<file path="src/mmie_pkg.sv">
package mmie_pkg;

   // ----------------------------------------
   // instruction cycle phases
   // ----------------------------------------
   localparam logic [1:0] PH_DECODE  = 2'h0;
   localparam logic [1:0] PH_READ    = 2'h1;
   localparam logic [1:0] PH_PROCESS = 2'h2;
   localparam logic [1:0] PH_WRITE   = 2'h3;

   // ----------------------------------------
   // opcode patterns, upper byte of the word, upper seven bits for store and file multiply
   // ----------------------------------------
   localparam logic [7:0] OPC_LOAD_BANK   = 8'h01;
   localparam logic [7:0] OPC_LOAD_WORK   = 8'h0E;
   localparam logic [7:0] OPC_MUL_LIT     = 8'h0D;
   localparam logic [6:0] OPC_STORE_WORK  = 7'h37;
   localparam logic [6:0] OPC_MUL_FILE    = 7'h01;

   // ----------------------------------------
   // data address layout
   // ----------------------------------------
   localparam logic [7:0] ACCESS_SPLIT    = 8'h60;
   localparam logic [7:0] INDEX_LIMIT     = 8'h5F;
   localparam logic [3:0] ACCESS_LOW_BANK = 4'h0;
   localparam logic [3:0] ACCESS_SFR_BANK = 4'hF;
   localparam logic [3:0] BANK_UPPER_RST  = 4'h0;

   // ----------------------------------------
   // reset values
   // ----------------------------------------
   localparam logic [7:0] WORK_RST = 8'h00;
   localparam logic [7:0] BANK_RST = 8'h00;
   localparam logic [7:0] PROD_RST = 8'h00;

   typedef enum logic [2:0] {
      OP_NONE      = 3'b000,
      OP_LOAD_BANK = 3'b001,
      OP_LOAD_WORK = 3'b010,
      OP_STORE     = 3'b011,
      OP_MUL_LIT   = 3'b100,
      OP_MUL_FILE  = 3'b101
   } mmie_op_type;

endpackage
</file>
<file path="src/mmie_exec.sv">
`timescale 1ns/1ps
// Notes on behaviour
// - opcode 0000 0001 loads the literal into the bank select register, upper nibble kept zero.
// - opcode 0000 1110 copies the literal into the working register, flags untouched.
// - opcode 0110 111a writes the working register to the addressed data byte, flags untouched.
// - the 8-bit file field reaches any byte of one 256-byte bank.
// - bank bit 0 uses the fast-access region, bank bit 1 takes upper bits from the bank register.
// - extended set on, bank bit 0 and field at most 95 selects indexed literal offset addressing.
// - opcode 0000 1101 puts the unsigned product of work and literal in the product pair.
// - opcode 0000 001a puts the unsigned product of work and the data byte in the product pair.
// - neither multiply touches any status flag, not even for a zero product.
module mmie_exec (
   input  wire logic        REF_CLK,
   input  wire logic        RST,
   input  wire logic [15:0] INSTR_WORD,
   input  wire logic        INSTR_VALID,
   input  wire logic        EXT_INSTR_EN,
   input  wire logic [7:0]  MEM_RDATA,
   output logic      [1:0]  PHASE,
   output logic      [11:0] MEM_ADDR,
   output logic             MEM_INDEXED,
   output logic             MEM_RD,
   output logic             MEM_WR,
   output logic      [7:0]  MEM_WDATA,
   output logic      [7:0]  WORK_REG,
   output logic      [7:0]  BANK_SELECT_REG,
   output logic      [7:0]  PRODUCT_HIGH,
   output logic      [7:0]  PRODUCT_LOW,
   output logic             INSTR_DONE
);

   typedef struct packed {
      logic [1:0]           phase;
      mmie_pkg::mmie_op_type op;
      logic [7:0]           lit;
      logic                 abit;
      logic [7:0]           work;
      logic [7:0]           bank;
      logic [7:0]           prod_hi;
      logic [7:0]           prod_lo;
      logic [7:0]           operand;
      logic [11:0]          addr;
      logic                 idx;
      logic                 rd;
      logic                 wr;
      logic                 done;
   } mmie_state_type;

   mmie_state_type s_q;
   mmie_state_type s_d;
   logic [15:0]    product;
   logic           taken;

   // ----------------------------------------
   // decode
   // ----------------------------------------
   function automatic mmie_pkg::mmie_op_type decode(input logic [15:0] w);
      mmie_pkg::mmie_op_type op;
      op = mmie_pkg::OP_NONE;
      if (w[15:8] == mmie_pkg::OPC_LOAD_BANK) begin
         op = mmie_pkg::OP_LOAD_BANK;
      end else if (w[15:8] == mmie_pkg::OPC_LOAD_WORK) begin
         op = mmie_pkg::OP_LOAD_WORK;
      end else if (w[15:8] == mmie_pkg::OPC_MUL_LIT) begin
         op = mmie_pkg::OP_MUL_LIT;
      end else if (w[15:9] == mmie_pkg::OPC_STORE_WORK) begin
         op = mmie_pkg::OP_STORE;
      end else if (w[15:9] == mmie_pkg::OPC_MUL_FILE) begin
         op = mmie_pkg::OP_MUL_FILE;
      end
      return op;
   endfunction

   // ----------------------------------------
   // data address generation
   // ----------------------------------------
   function automatic logic [12:0] gen_addr(input logic abit, input logic [7:0] f,
                                            input logic [7:0] bank, input logic ext);
      logic [12:0] r;
      r = {1'b0, mmie_pkg::ACCESS_LOW_BANK, f};
      if (abit) begin
         r = {1'b0, bank[3:0], f};
      end else if (ext && (f <= mmie_pkg::INDEX_LIMIT)) begin
         // offset only; the base add lives in the indexed address unit
         r = {1'b1, mmie_pkg::ACCESS_LOW_BANK, f};
      end else if (f >= mmie_pkg::ACCESS_SPLIT) begin
         r = {1'b0, mmie_pkg::ACCESS_SFR_BANK, f};
      end
      return r;
   endfunction

   // ----------------------------------------
   // phase sequencing and execution
   // ----------------------------------------
   always_comb begin
      logic        is_file;
      logic [12:0] ga;
      is_file = 1'b0;
      ga      = 13'h0000;
      s_d      = s_q;
      s_d.rd   = 1'b0;
      s_d.wr   = 1'b0;
      s_d.done = 1'b0;
      s_d.phase = s_q.phase + 2'h1;
      case (s_q.phase)
         mmie_pkg::PH_DECODE: begin
            s_d.op = mmie_pkg::OP_NONE;
            if (INSTR_VALID) begin
               s_d.op   = decode(INSTR_WORD);
               s_d.lit  = INSTR_WORD[7:0];
               s_d.abit = INSTR_WORD[8];
               is_file  = (s_d.op == mmie_pkg::OP_STORE) ||
                          (s_d.op == mmie_pkg::OP_MUL_FILE);
               ga       = gen_addr(INSTR_WORD[8], INSTR_WORD[7:0], s_q.bank, EXT_INSTR_EN);
               s_d.addr = ga[11:0];
               s_d.idx  = ga[12] && is_file;
               s_d.rd   = (s_d.op == mmie_pkg::OP_MUL_FILE);
            end
         end
         mmie_pkg::PH_READ: begin
            // literal ops take the instruction field as operand
            s_d.operand = (s_q.op == mmie_pkg::OP_MUL_FILE) ? MEM_RDATA : s_q.lit;
         end
         mmie_pkg::PH_PROCESS: begin
            s_d.wr   = (s_q.op == mmie_pkg::OP_STORE);
            s_d.done = (s_q.op != mmie_pkg::OP_NONE);
         end
         default: begin
            // write phase: no status flag path exists at all here
            case (s_q.op)
               mmie_pkg::OP_LOAD_BANK: begin
                  s_d.bank = {mmie_pkg::BANK_UPPER_RST, s_q.lit[3:0]};
               end
               mmie_pkg::OP_LOAD_WORK: begin
                  s_d.work = s_q.lit;
               end
               mmie_pkg::OP_MUL_LIT, mmie_pkg::OP_MUL_FILE: begin
                  s_d.prod_hi = product[15:8];
                  s_d.prod_lo = product[7:0];
               end
               default: begin
               end
            endcase
         end
      endcase
   end

   always_ff @(posedge REF_CLK or posedge RST) begin
      if (RST) begin
         s_q <= '{phase: mmie_pkg::PH_DECODE, op: mmie_pkg::OP_NONE, lit: 8'h00, abit: 1'b0,
                  work: mmie_pkg::WORK_RST, bank: mmie_pkg::BANK_RST,
                  prod_hi: mmie_pkg::PROD_RST, prod_lo: mmie_pkg::PROD_RST,
                  operand: 8'h00, addr: 12'h000, idx: 1'b0, rd: 1'b0, wr: 1'b0,
                  done: 1'b0};
      end else begin
         s_q <= s_d;
      end
   end

   // product formed during the process phase, ready for the write phase
   mmie_mul8 u_mul (
      .clk       (REF_CLK),
      .rst       (RST),
      .en        (s_q.phase == mmie_pkg::PH_PROCESS),
      .a         (s_q.work),
      .b         (s_q.operand),
      .product_q (product)
   );

   assign PHASE           = s_q.phase;
   assign MEM_ADDR        = s_q.addr;
   assign MEM_INDEXED     = s_q.idx;
   assign MEM_RD          = s_q.rd;
   assign MEM_WR          = s_q.wr;
   assign MEM_WDATA       = s_q.work;
   assign WORK_REG        = s_q.work;
   assign BANK_SELECT_REG = s_q.bank;
   assign PRODUCT_HIGH    = s_q.prod_hi;
   assign PRODUCT_LOW     = s_q.prod_lo;
   assign INSTR_DONE      = s_q.done;

   // plain signal, so antecedents can join it with field tests
   assign taken = s_q.phase == mmie_pkg::PH_DECODE && INSTR_VALID &&
                  decode(INSTR_WORD) != mmie_pkg::OP_NONE;
endmodule // mmie_exec

</file>
<file path="src/mmie_mul8.sv">
`timescale 1ns/1ps
module mmie_mul8 (
   input  wire logic        clk,
   input  wire logic        rst,
   input  wire logic        en,
   input  wire logic [7:0]  a,
   input  wire logic [7:0]  b,
   output logic      [15:0] product_q
);
   // ----------------------------------------
   // unsigned 8x8, registered
   // ----------------------------------------
   typedef struct packed {
      logic [15:0] prod;
   } mmie_mul_state_type;

   mmie_mul_state_type s_q;
   mmie_mul_state_type s_d;

   // registered so the wide product never sits in the write path
   always_comb begin
      s_d = s_q;
      if (en) begin
         s_d.prod = 16'(a) * 16'(b);
      end
   end

   always_ff @(posedge clk or posedge rst) begin
      if (rst) begin
         s_q <= '{prod: {mmie_pkg::PROD_RST, mmie_pkg::PROD_RST}};
      end else begin
         s_q <= s_d;
      end
   end

   assign product_q = s_q.prod;
endmodule // mmie_mul8

</file>
<file path="config.mk">
export PLATFORM = sky130hd
export DESIGN_NAME = mmie_exec
export DESIGN_NICKNAME = d
export VERILOG_FILES = /design/src/mmie_pkg.sv /design/src/mmie_exec.sv /design/src/mmie_mul8.sv
export SDC_FILE = /design/constraint.sdc
export NUM_CORES = 1
export LEC_CHECK = 0
export ABC_AREA = 1
export BUFFER_PORTS_ARGS = -buffer_cell sky130_fd_sc_hd__clkbuf_2
export CAP_MARGIN = 10
export CORE_MARGIN = 2
export CORE_UTILIZATION = 50
export CTS_CLUSTER_DIAMETER = 50
export CTS_CLUSTER_SIZE = 8
export DETAILED_ROUTE_END_ITERATION = 8
export PLACE_DENSITY = 0.8
export SYNTH_ARGS = -nofsm -noshare
export SYNTH_HDL_FRONTEND = slang
export SYNTH_SLANG_ARGS = --single-unit
</file>
<file path="constraint.sdc">
create_clock -name REF_CLK -period 8.8 [get_ports REF_CLK]
set_input_delay 1.76 -clock REF_CLK [delete_from_list [all_inputs] [get_ports REF_CLK]]
set_output_delay 1.76 -clock REF_CLK [all_outputs]
set_load 0.01 [all_outputs]
</file>
Word level (Yosys, flattened, before mapping)
Cells that the tools add are included.
{"block": "totals", "regBits": 82, "latchBits": 0, "ramBits": 0, "rom_bits": 0, "inputBits": 28, "output_inout_bits": 58, "mem_count": 0}
{"block": "classes", "add_sub_neg": 1, "mul": 1, "div_mod_pow": 0, "magnitude_cmp": 2, "eq_ne": 14, "shifts": 0, "n_mux": 17, "bitwise": 1, "reduce_logical": 11}
{"operator": "$mux W13", "count": 4}
{"operator": "$mux W12", "count": 2}
{"operator": "$mux W3", "count": 7}
{"operator": "$eq A8 B4 Y1 const B", "count": 2}
{"operator": "$mul A8 B8 Y16", "count": 1}
{"operator": "$eq A3 B2 Y1 const B", "count": 3}
{"operator": "$eq A3 B3 Y1 const B", "count": 3}
{"operator": "$eq A8 B1 Y1 const B", "count": 1}
{"operator": "$ge A8 B7 Y1 const B", "count": 1}
{"operator": "$le A8 B7 Y1 const B", "count": 1}
{"operator": "$mux W8", "count": 1}
{"operator": "$reduce_and A2 Y1", "count": 4}
{"operator": "$eq A7 B1 Y1 const B", "count": 1}
{"operator": "$eq A7 B6 Y1 const B", "count": 1}
{"operator": "$eq A3 B1 Y1 const B", "count": 1}
{"operator": "$reduce_bool A3 Y1", "count": 1}
{"operator": "$reduce_or A3 Y1", "count": 1}
{"operator": "$add A2 B1 Y2 const B", "count": 1}
{"operator": "$eq A2 B1 Y1 const B", "count": 1}
{"operator": "$eq A2 B2 Y1 const B", "count": 1}
{"operator": "$logic_and A1 B1 Y1", "count": 2}
{"operator": "$logic_not A2 Y1", "count": 1}
{"operator": "$mux W1", "count": 2}
{"operator": "$mux W2", "count": 1}
{"operator": "3 further kinds", "count": 3}

Logic depth before layout (Yosys ltp)
{"block": "logic_depth", "ltp_word": 11, "mapped_depth": 21, "mapped_depth_nobuf": 20}

Hierarchy
A second synthesis with hierarchy kept.
{"block": "hier_totals", "hier_cells": 727, "hier_area_um2": 5775.5}
{"module": "mmie_mul8", "n_inst": 1, "cells_each": 432, "area_each_um2": 2975.4, "seq_area_each_um2": 400.4}
{"module": "mmie_exec", "n_inst": 1, "cells_each": 295, "area_each_um2": 2800.2, "seq_area_each_um2": 1426.4}

Least setup slack after synthesis
OpenSTA, ideal clock, no wires.
{"block": "synth_timing", "path_kind": "register -> register", "start": "register s_q, in the netlist MEM_WDATA[0]", "end": "register u_mul.s_q, in the netlist u_mul.product_q[15]", "setup_time_ns": 0.117, "arrival_ns": 3.798, "required_ns": 8.683, "path_slack_ns": 4.885, "path_stages_with_launch": 20, "path_buffers": 1, "synth_period_minus_slack_ns": 3.915, "cell_sequence": "dfrtp_1 -> clkbuf_1 -> nand2_1 -> fa_1 -> fa_1 -> inv_1 -> fa_1 -> inv_1 -> fa_1 -> inv_1 -> ha_1 -> nand2_1 -> inv_1 -> nand2_1 -> nor2_1 -> nand2_1 -> nand3_1 -> nand2_1 -> nand3_1 -> nand2_1"}
{"block": "synth_between", "elab_chain_cells": 1}
{"item": "start, declared", "line": "mmie_exec.sv:49", "text": "mmie_state_type s_q;"}
{"item": "start signal, assigned", "line": "mmie_exec.sv:150", "text": "s_q <= '{phase: mmie_pkg::PH_DECODE, op: mmie_pkg::OP_NONE, lit: 8'h00, abit: 1'b0,"}
{"item": "$mul A8 B8 Y16", "line": "mmie_mul8.sv:24", "text": "s_d.prod = 16'(a) * 16'(b);"}
{"item": "end signal, assigned", "line": "mmie_mul8.sv:30", "text": "s_q <= '{prod: {mmie_pkg::PROD_RST, mmie_pkg::PROD_RST}};"}
{"item": "end, declared", "line": "mmie_mul8.sv:17", "text": "mmie_mul_state_type s_q;"}
No other way between the ends.
A chain may end at the register's enable or synchronous reset.

Final worst setup path
{"block": "layout_timing", "start": "register s_q, in the netlist MEM_WDATA[0]", "end": "register u_mul.s_q, in the netlist u_mul.product_q[13]"}
The elaborated chain is that of the path after synthesis.

==> reports/results.tsv <==
stage	metric	value	unit
synth	async_flop_share	100.0	%
routing	dr.pass1.iters	5	
die	rows	39	
routing	drtIter0Drc	271	
synth	synthFlopType	dfrtp_1	
sta	finalCritPeriodShare	48.34	%
synth	netlist_instances	732	
worst_setup_path	arrival	4.47	ns
sta	setup_viol	0	
synth	ys_seq_elements	73	
worst_setup_path	endpoint_kind	register	
sta	fin_crit	4.254	ns
clocking	post_cts_buffers	0	
power_and_ir_drop	powerDensity	128.1	mW/mm2
clocking	clkLatencyLatePin	0.33	ns
die	start_util	50.85	%
sta	max_freq	235.1	MHz
synth	synth_edf_count	0	
placed_design	portBuffers	81	
clocking	clkSinkCount	73	
die	io_pins	86	
clocking	cts_max_path_buffers	2	
cells_and_area	fin_nets	851	
placed_design	place.gp.congestion	0.9248	
synth	synth.top_cell.area_share	31.73	%
placed_design	dpl.cell_count	879	
run	maxCapViolCount	0	
die	die_area	0.01239	mm2
status	outcome	completed	
sta	fin_skew	0.003693	ns
power_and_ir_drop	p_leak	3.789	nW
global_routing	antenna_found_initial	0	
routing	routed_wirelength	11.63	mm
synth	avgSynthCellArea	7.864	um2
power_and_ir_drop	vdd_drop_max	0.1245	mV
sta	slew_headroom	40.76	%
cells_and_area	final_layout_size_suffix_gt1_share	15.58	%
sta	worst_pin_slew	0.8886	ns
sta	final-max-slew-violation-count	0	
hold_path	hold_path_class	register to register	
placed_design	dp_hpwl	9.033	mm
synth	yosys.area.top_type	dfrtp_1	
synth	synth_cell_types	30	
synth	synth.area.top_cells	dfrtp_1 (32%), nand2_1 (13%), fa_1 (13%), inv_1 (10%), ha_1 (8.7%)	
routing	drc	0	
global_routing	grt_pass1_wl	21.00	mm
die	core_area	0.01132	mm2
routing	drtAntennaViolNets	0	
clocking	cts_max_level	3	
sta	finalHoldViolCount	0	
cells_and_area	area.growth.synth_to_final	5.955	%
clocking	clkTransAtPathRegs	0.06	ns
cells_and_area	diodes	0	
worst_setup_path	crit_required	9.02	ns
clocking	cts_tree	done	
worst_setup_path	critPathMaxFanout	11	
global_routing	grt_pass1_vias	4521	
routing	wl_per_cell	13.01	um
clocking	cts_hold_buf	0	
sta	rsz0062_at_grt	false	
worst_setup_path	critical_path_class	register to register	
cells_and_area	mostFrequentLayoutCells	nand2_1 (194), inv_1 (155), clkbuf_2 (81)	
global_routing	globalRouteTotalUtil	20.55	%
die	die-height	111.3	um
global_routing	grt-ovfl-total	0	
clocking	cts.repair.resized	0	
synth	synthesis.area	0.005757	mm2
clocking	cts_buffers	9	
clocking	clockRootBuffer	clkbuf_16	
synth	seq_area_frac_synth	31.73	%
cells_and_area	final.fill_count	1061	
sta	tns	0	ns
routing	vias_per_cell	4.913	
die	die_w	111.3	um
synth	yosysWarnings	0	
cells_and_area	final_common_cell	nand2_1	
routing	vias	4392	
power_and_ir_drop	p_total	0.7815	mW
cells_and_area	fin_cells	894	
worst_setup_path	cp-start-kind	register	
global_routing	grt_max_degree	74	
[per-stage QoR]
step / area (um2) / setup WS [ns] / hold slack (ns) / util [%]
CTS: 6100 / 4.528 / 0.4870 / 53.88
finish: 6100 / 4.546 / 0.4810 / 53.88
detailed placement: 5836 / 4.533 / 0.4727 / 51.55
global placement: 5836 / 4.619 / 0.4609 / 51.55
floorplan: 5768 / 4.885 / 0.4451 / -
global route: 6100 / 4.293 / 0.5114 / 53.88
[sequential cells by signal, indices dropped and copies added (netlist names)]
signal           flops
s_q                 18
u_mul.product_q     16
MEM_WDATA            8
PRODUCT_HIGH         8
PRODUCT_LOW          8
MEM_ADDR             5
BANK_SELECT_REG      4
PHASE                2
INSTR_DONE           1
MEM_INDEXED          1
MEM_RD               1
MEM_WR               1
[cells by family (layout without fill, tap and decap cells)]
kind of cell	after synthesis	in the layout	synth area share, %
muxes	8	8	1.760
and+or+nand+nor	268	268	19.04
other	1	4	0.06514
buffers and inverters	238	254	19.34
xor gates and xnor gates	2	2	0.3043
adders and majority gates	76	76	21.21
AOI/OAI and AO/OA	66	66	6.542
DFF	73	73	31.73
[cells in the mapped netlist, types with 2 or more instances]
cell      instances
a21oi_1          14
a31oi_1           9
buf_2             5
buf_4            55
clkbuf_1         20
dfrtp_1          73
fa_1             36
ha_1             40
inv_1           156
mux2_2            5
mux2_4            3
nand2_1         194
nand3_1          28
nand3_2           2
nand4_1           7
nor2_1           32
o21ai_0          30
o21ai_2           7
o22ai_1           5
[worst max-delay path, cell delays in order (launching register included)]
cell and delay [ns]:
dfrtp_1 0.62, nand2_1 0.16, fa_1 0.53, fa_1 0.54, inv_1 0.05, fa_1 0.53, inv_1 0.05, fa_1 0.54
inv_1 0.05, ha_1 0.37, nand2_1 0.10, inv_1 0.13, nand2_1 0.08, nand2_1 0.06, nand2_1 0.06, nand3_1 0.08
nand2_1 0.05, nand3_1 0.07, nand2_1 0.06
[metal layers]
layer  GRT usage (%)  up-vias  wire length (um)
met1           26.06     2043              4961
li1                -     2177                 -
met3           5.030       23               728
met5               0        -                 0
met2           35.16      149              5741
met4           5.844        0               196
[power by group]
part	internal (mW)	switching, mW	leakage [nW]
clock	0.196	0.132	0.128
combinational	0.0320	0.0500	2.69
sequential	0.351	0.0207	0.973
[worst paths after layout]
kind | startpoint | end | slack (ns) | depth (start not counted)
worst max-delay path | MEM_WDATA[0] | u_mul.product_q[13] | 4.55 | 18
worst min-delay path | PRODUCT_LOW[3] | PRODUCT_LOW[3] | 0.48 | 2
worst max register to register | MEM_WDATA[0] | u_mul.product_q[13] | 4.55 | 18
worst min register to register | PRODUCT_LOW[3] | PRODUCT_LOW[3] | 0.48 | 2
max in group asynchronous | RST | s_q[63] | 6.54 | 3
min in group asynchronous | RST | PRODUCT_LOW[1] | 1.66 | 3
[cell type report]
type	instances	area, um2	share of cell area [%]
Inverter	157	589.3	9.662
Sequential cell	73	1827	29.95
Tap cell	143	178.9	2.933
Clock buffer	12	246.5	4.041
Multi-Input combinational cell	424	2828	46.36
Clock inverter	3	17.52	0.2872
Timing Repair Buffer	82	412.9	6.769
(Power assumes the default switching activity.)
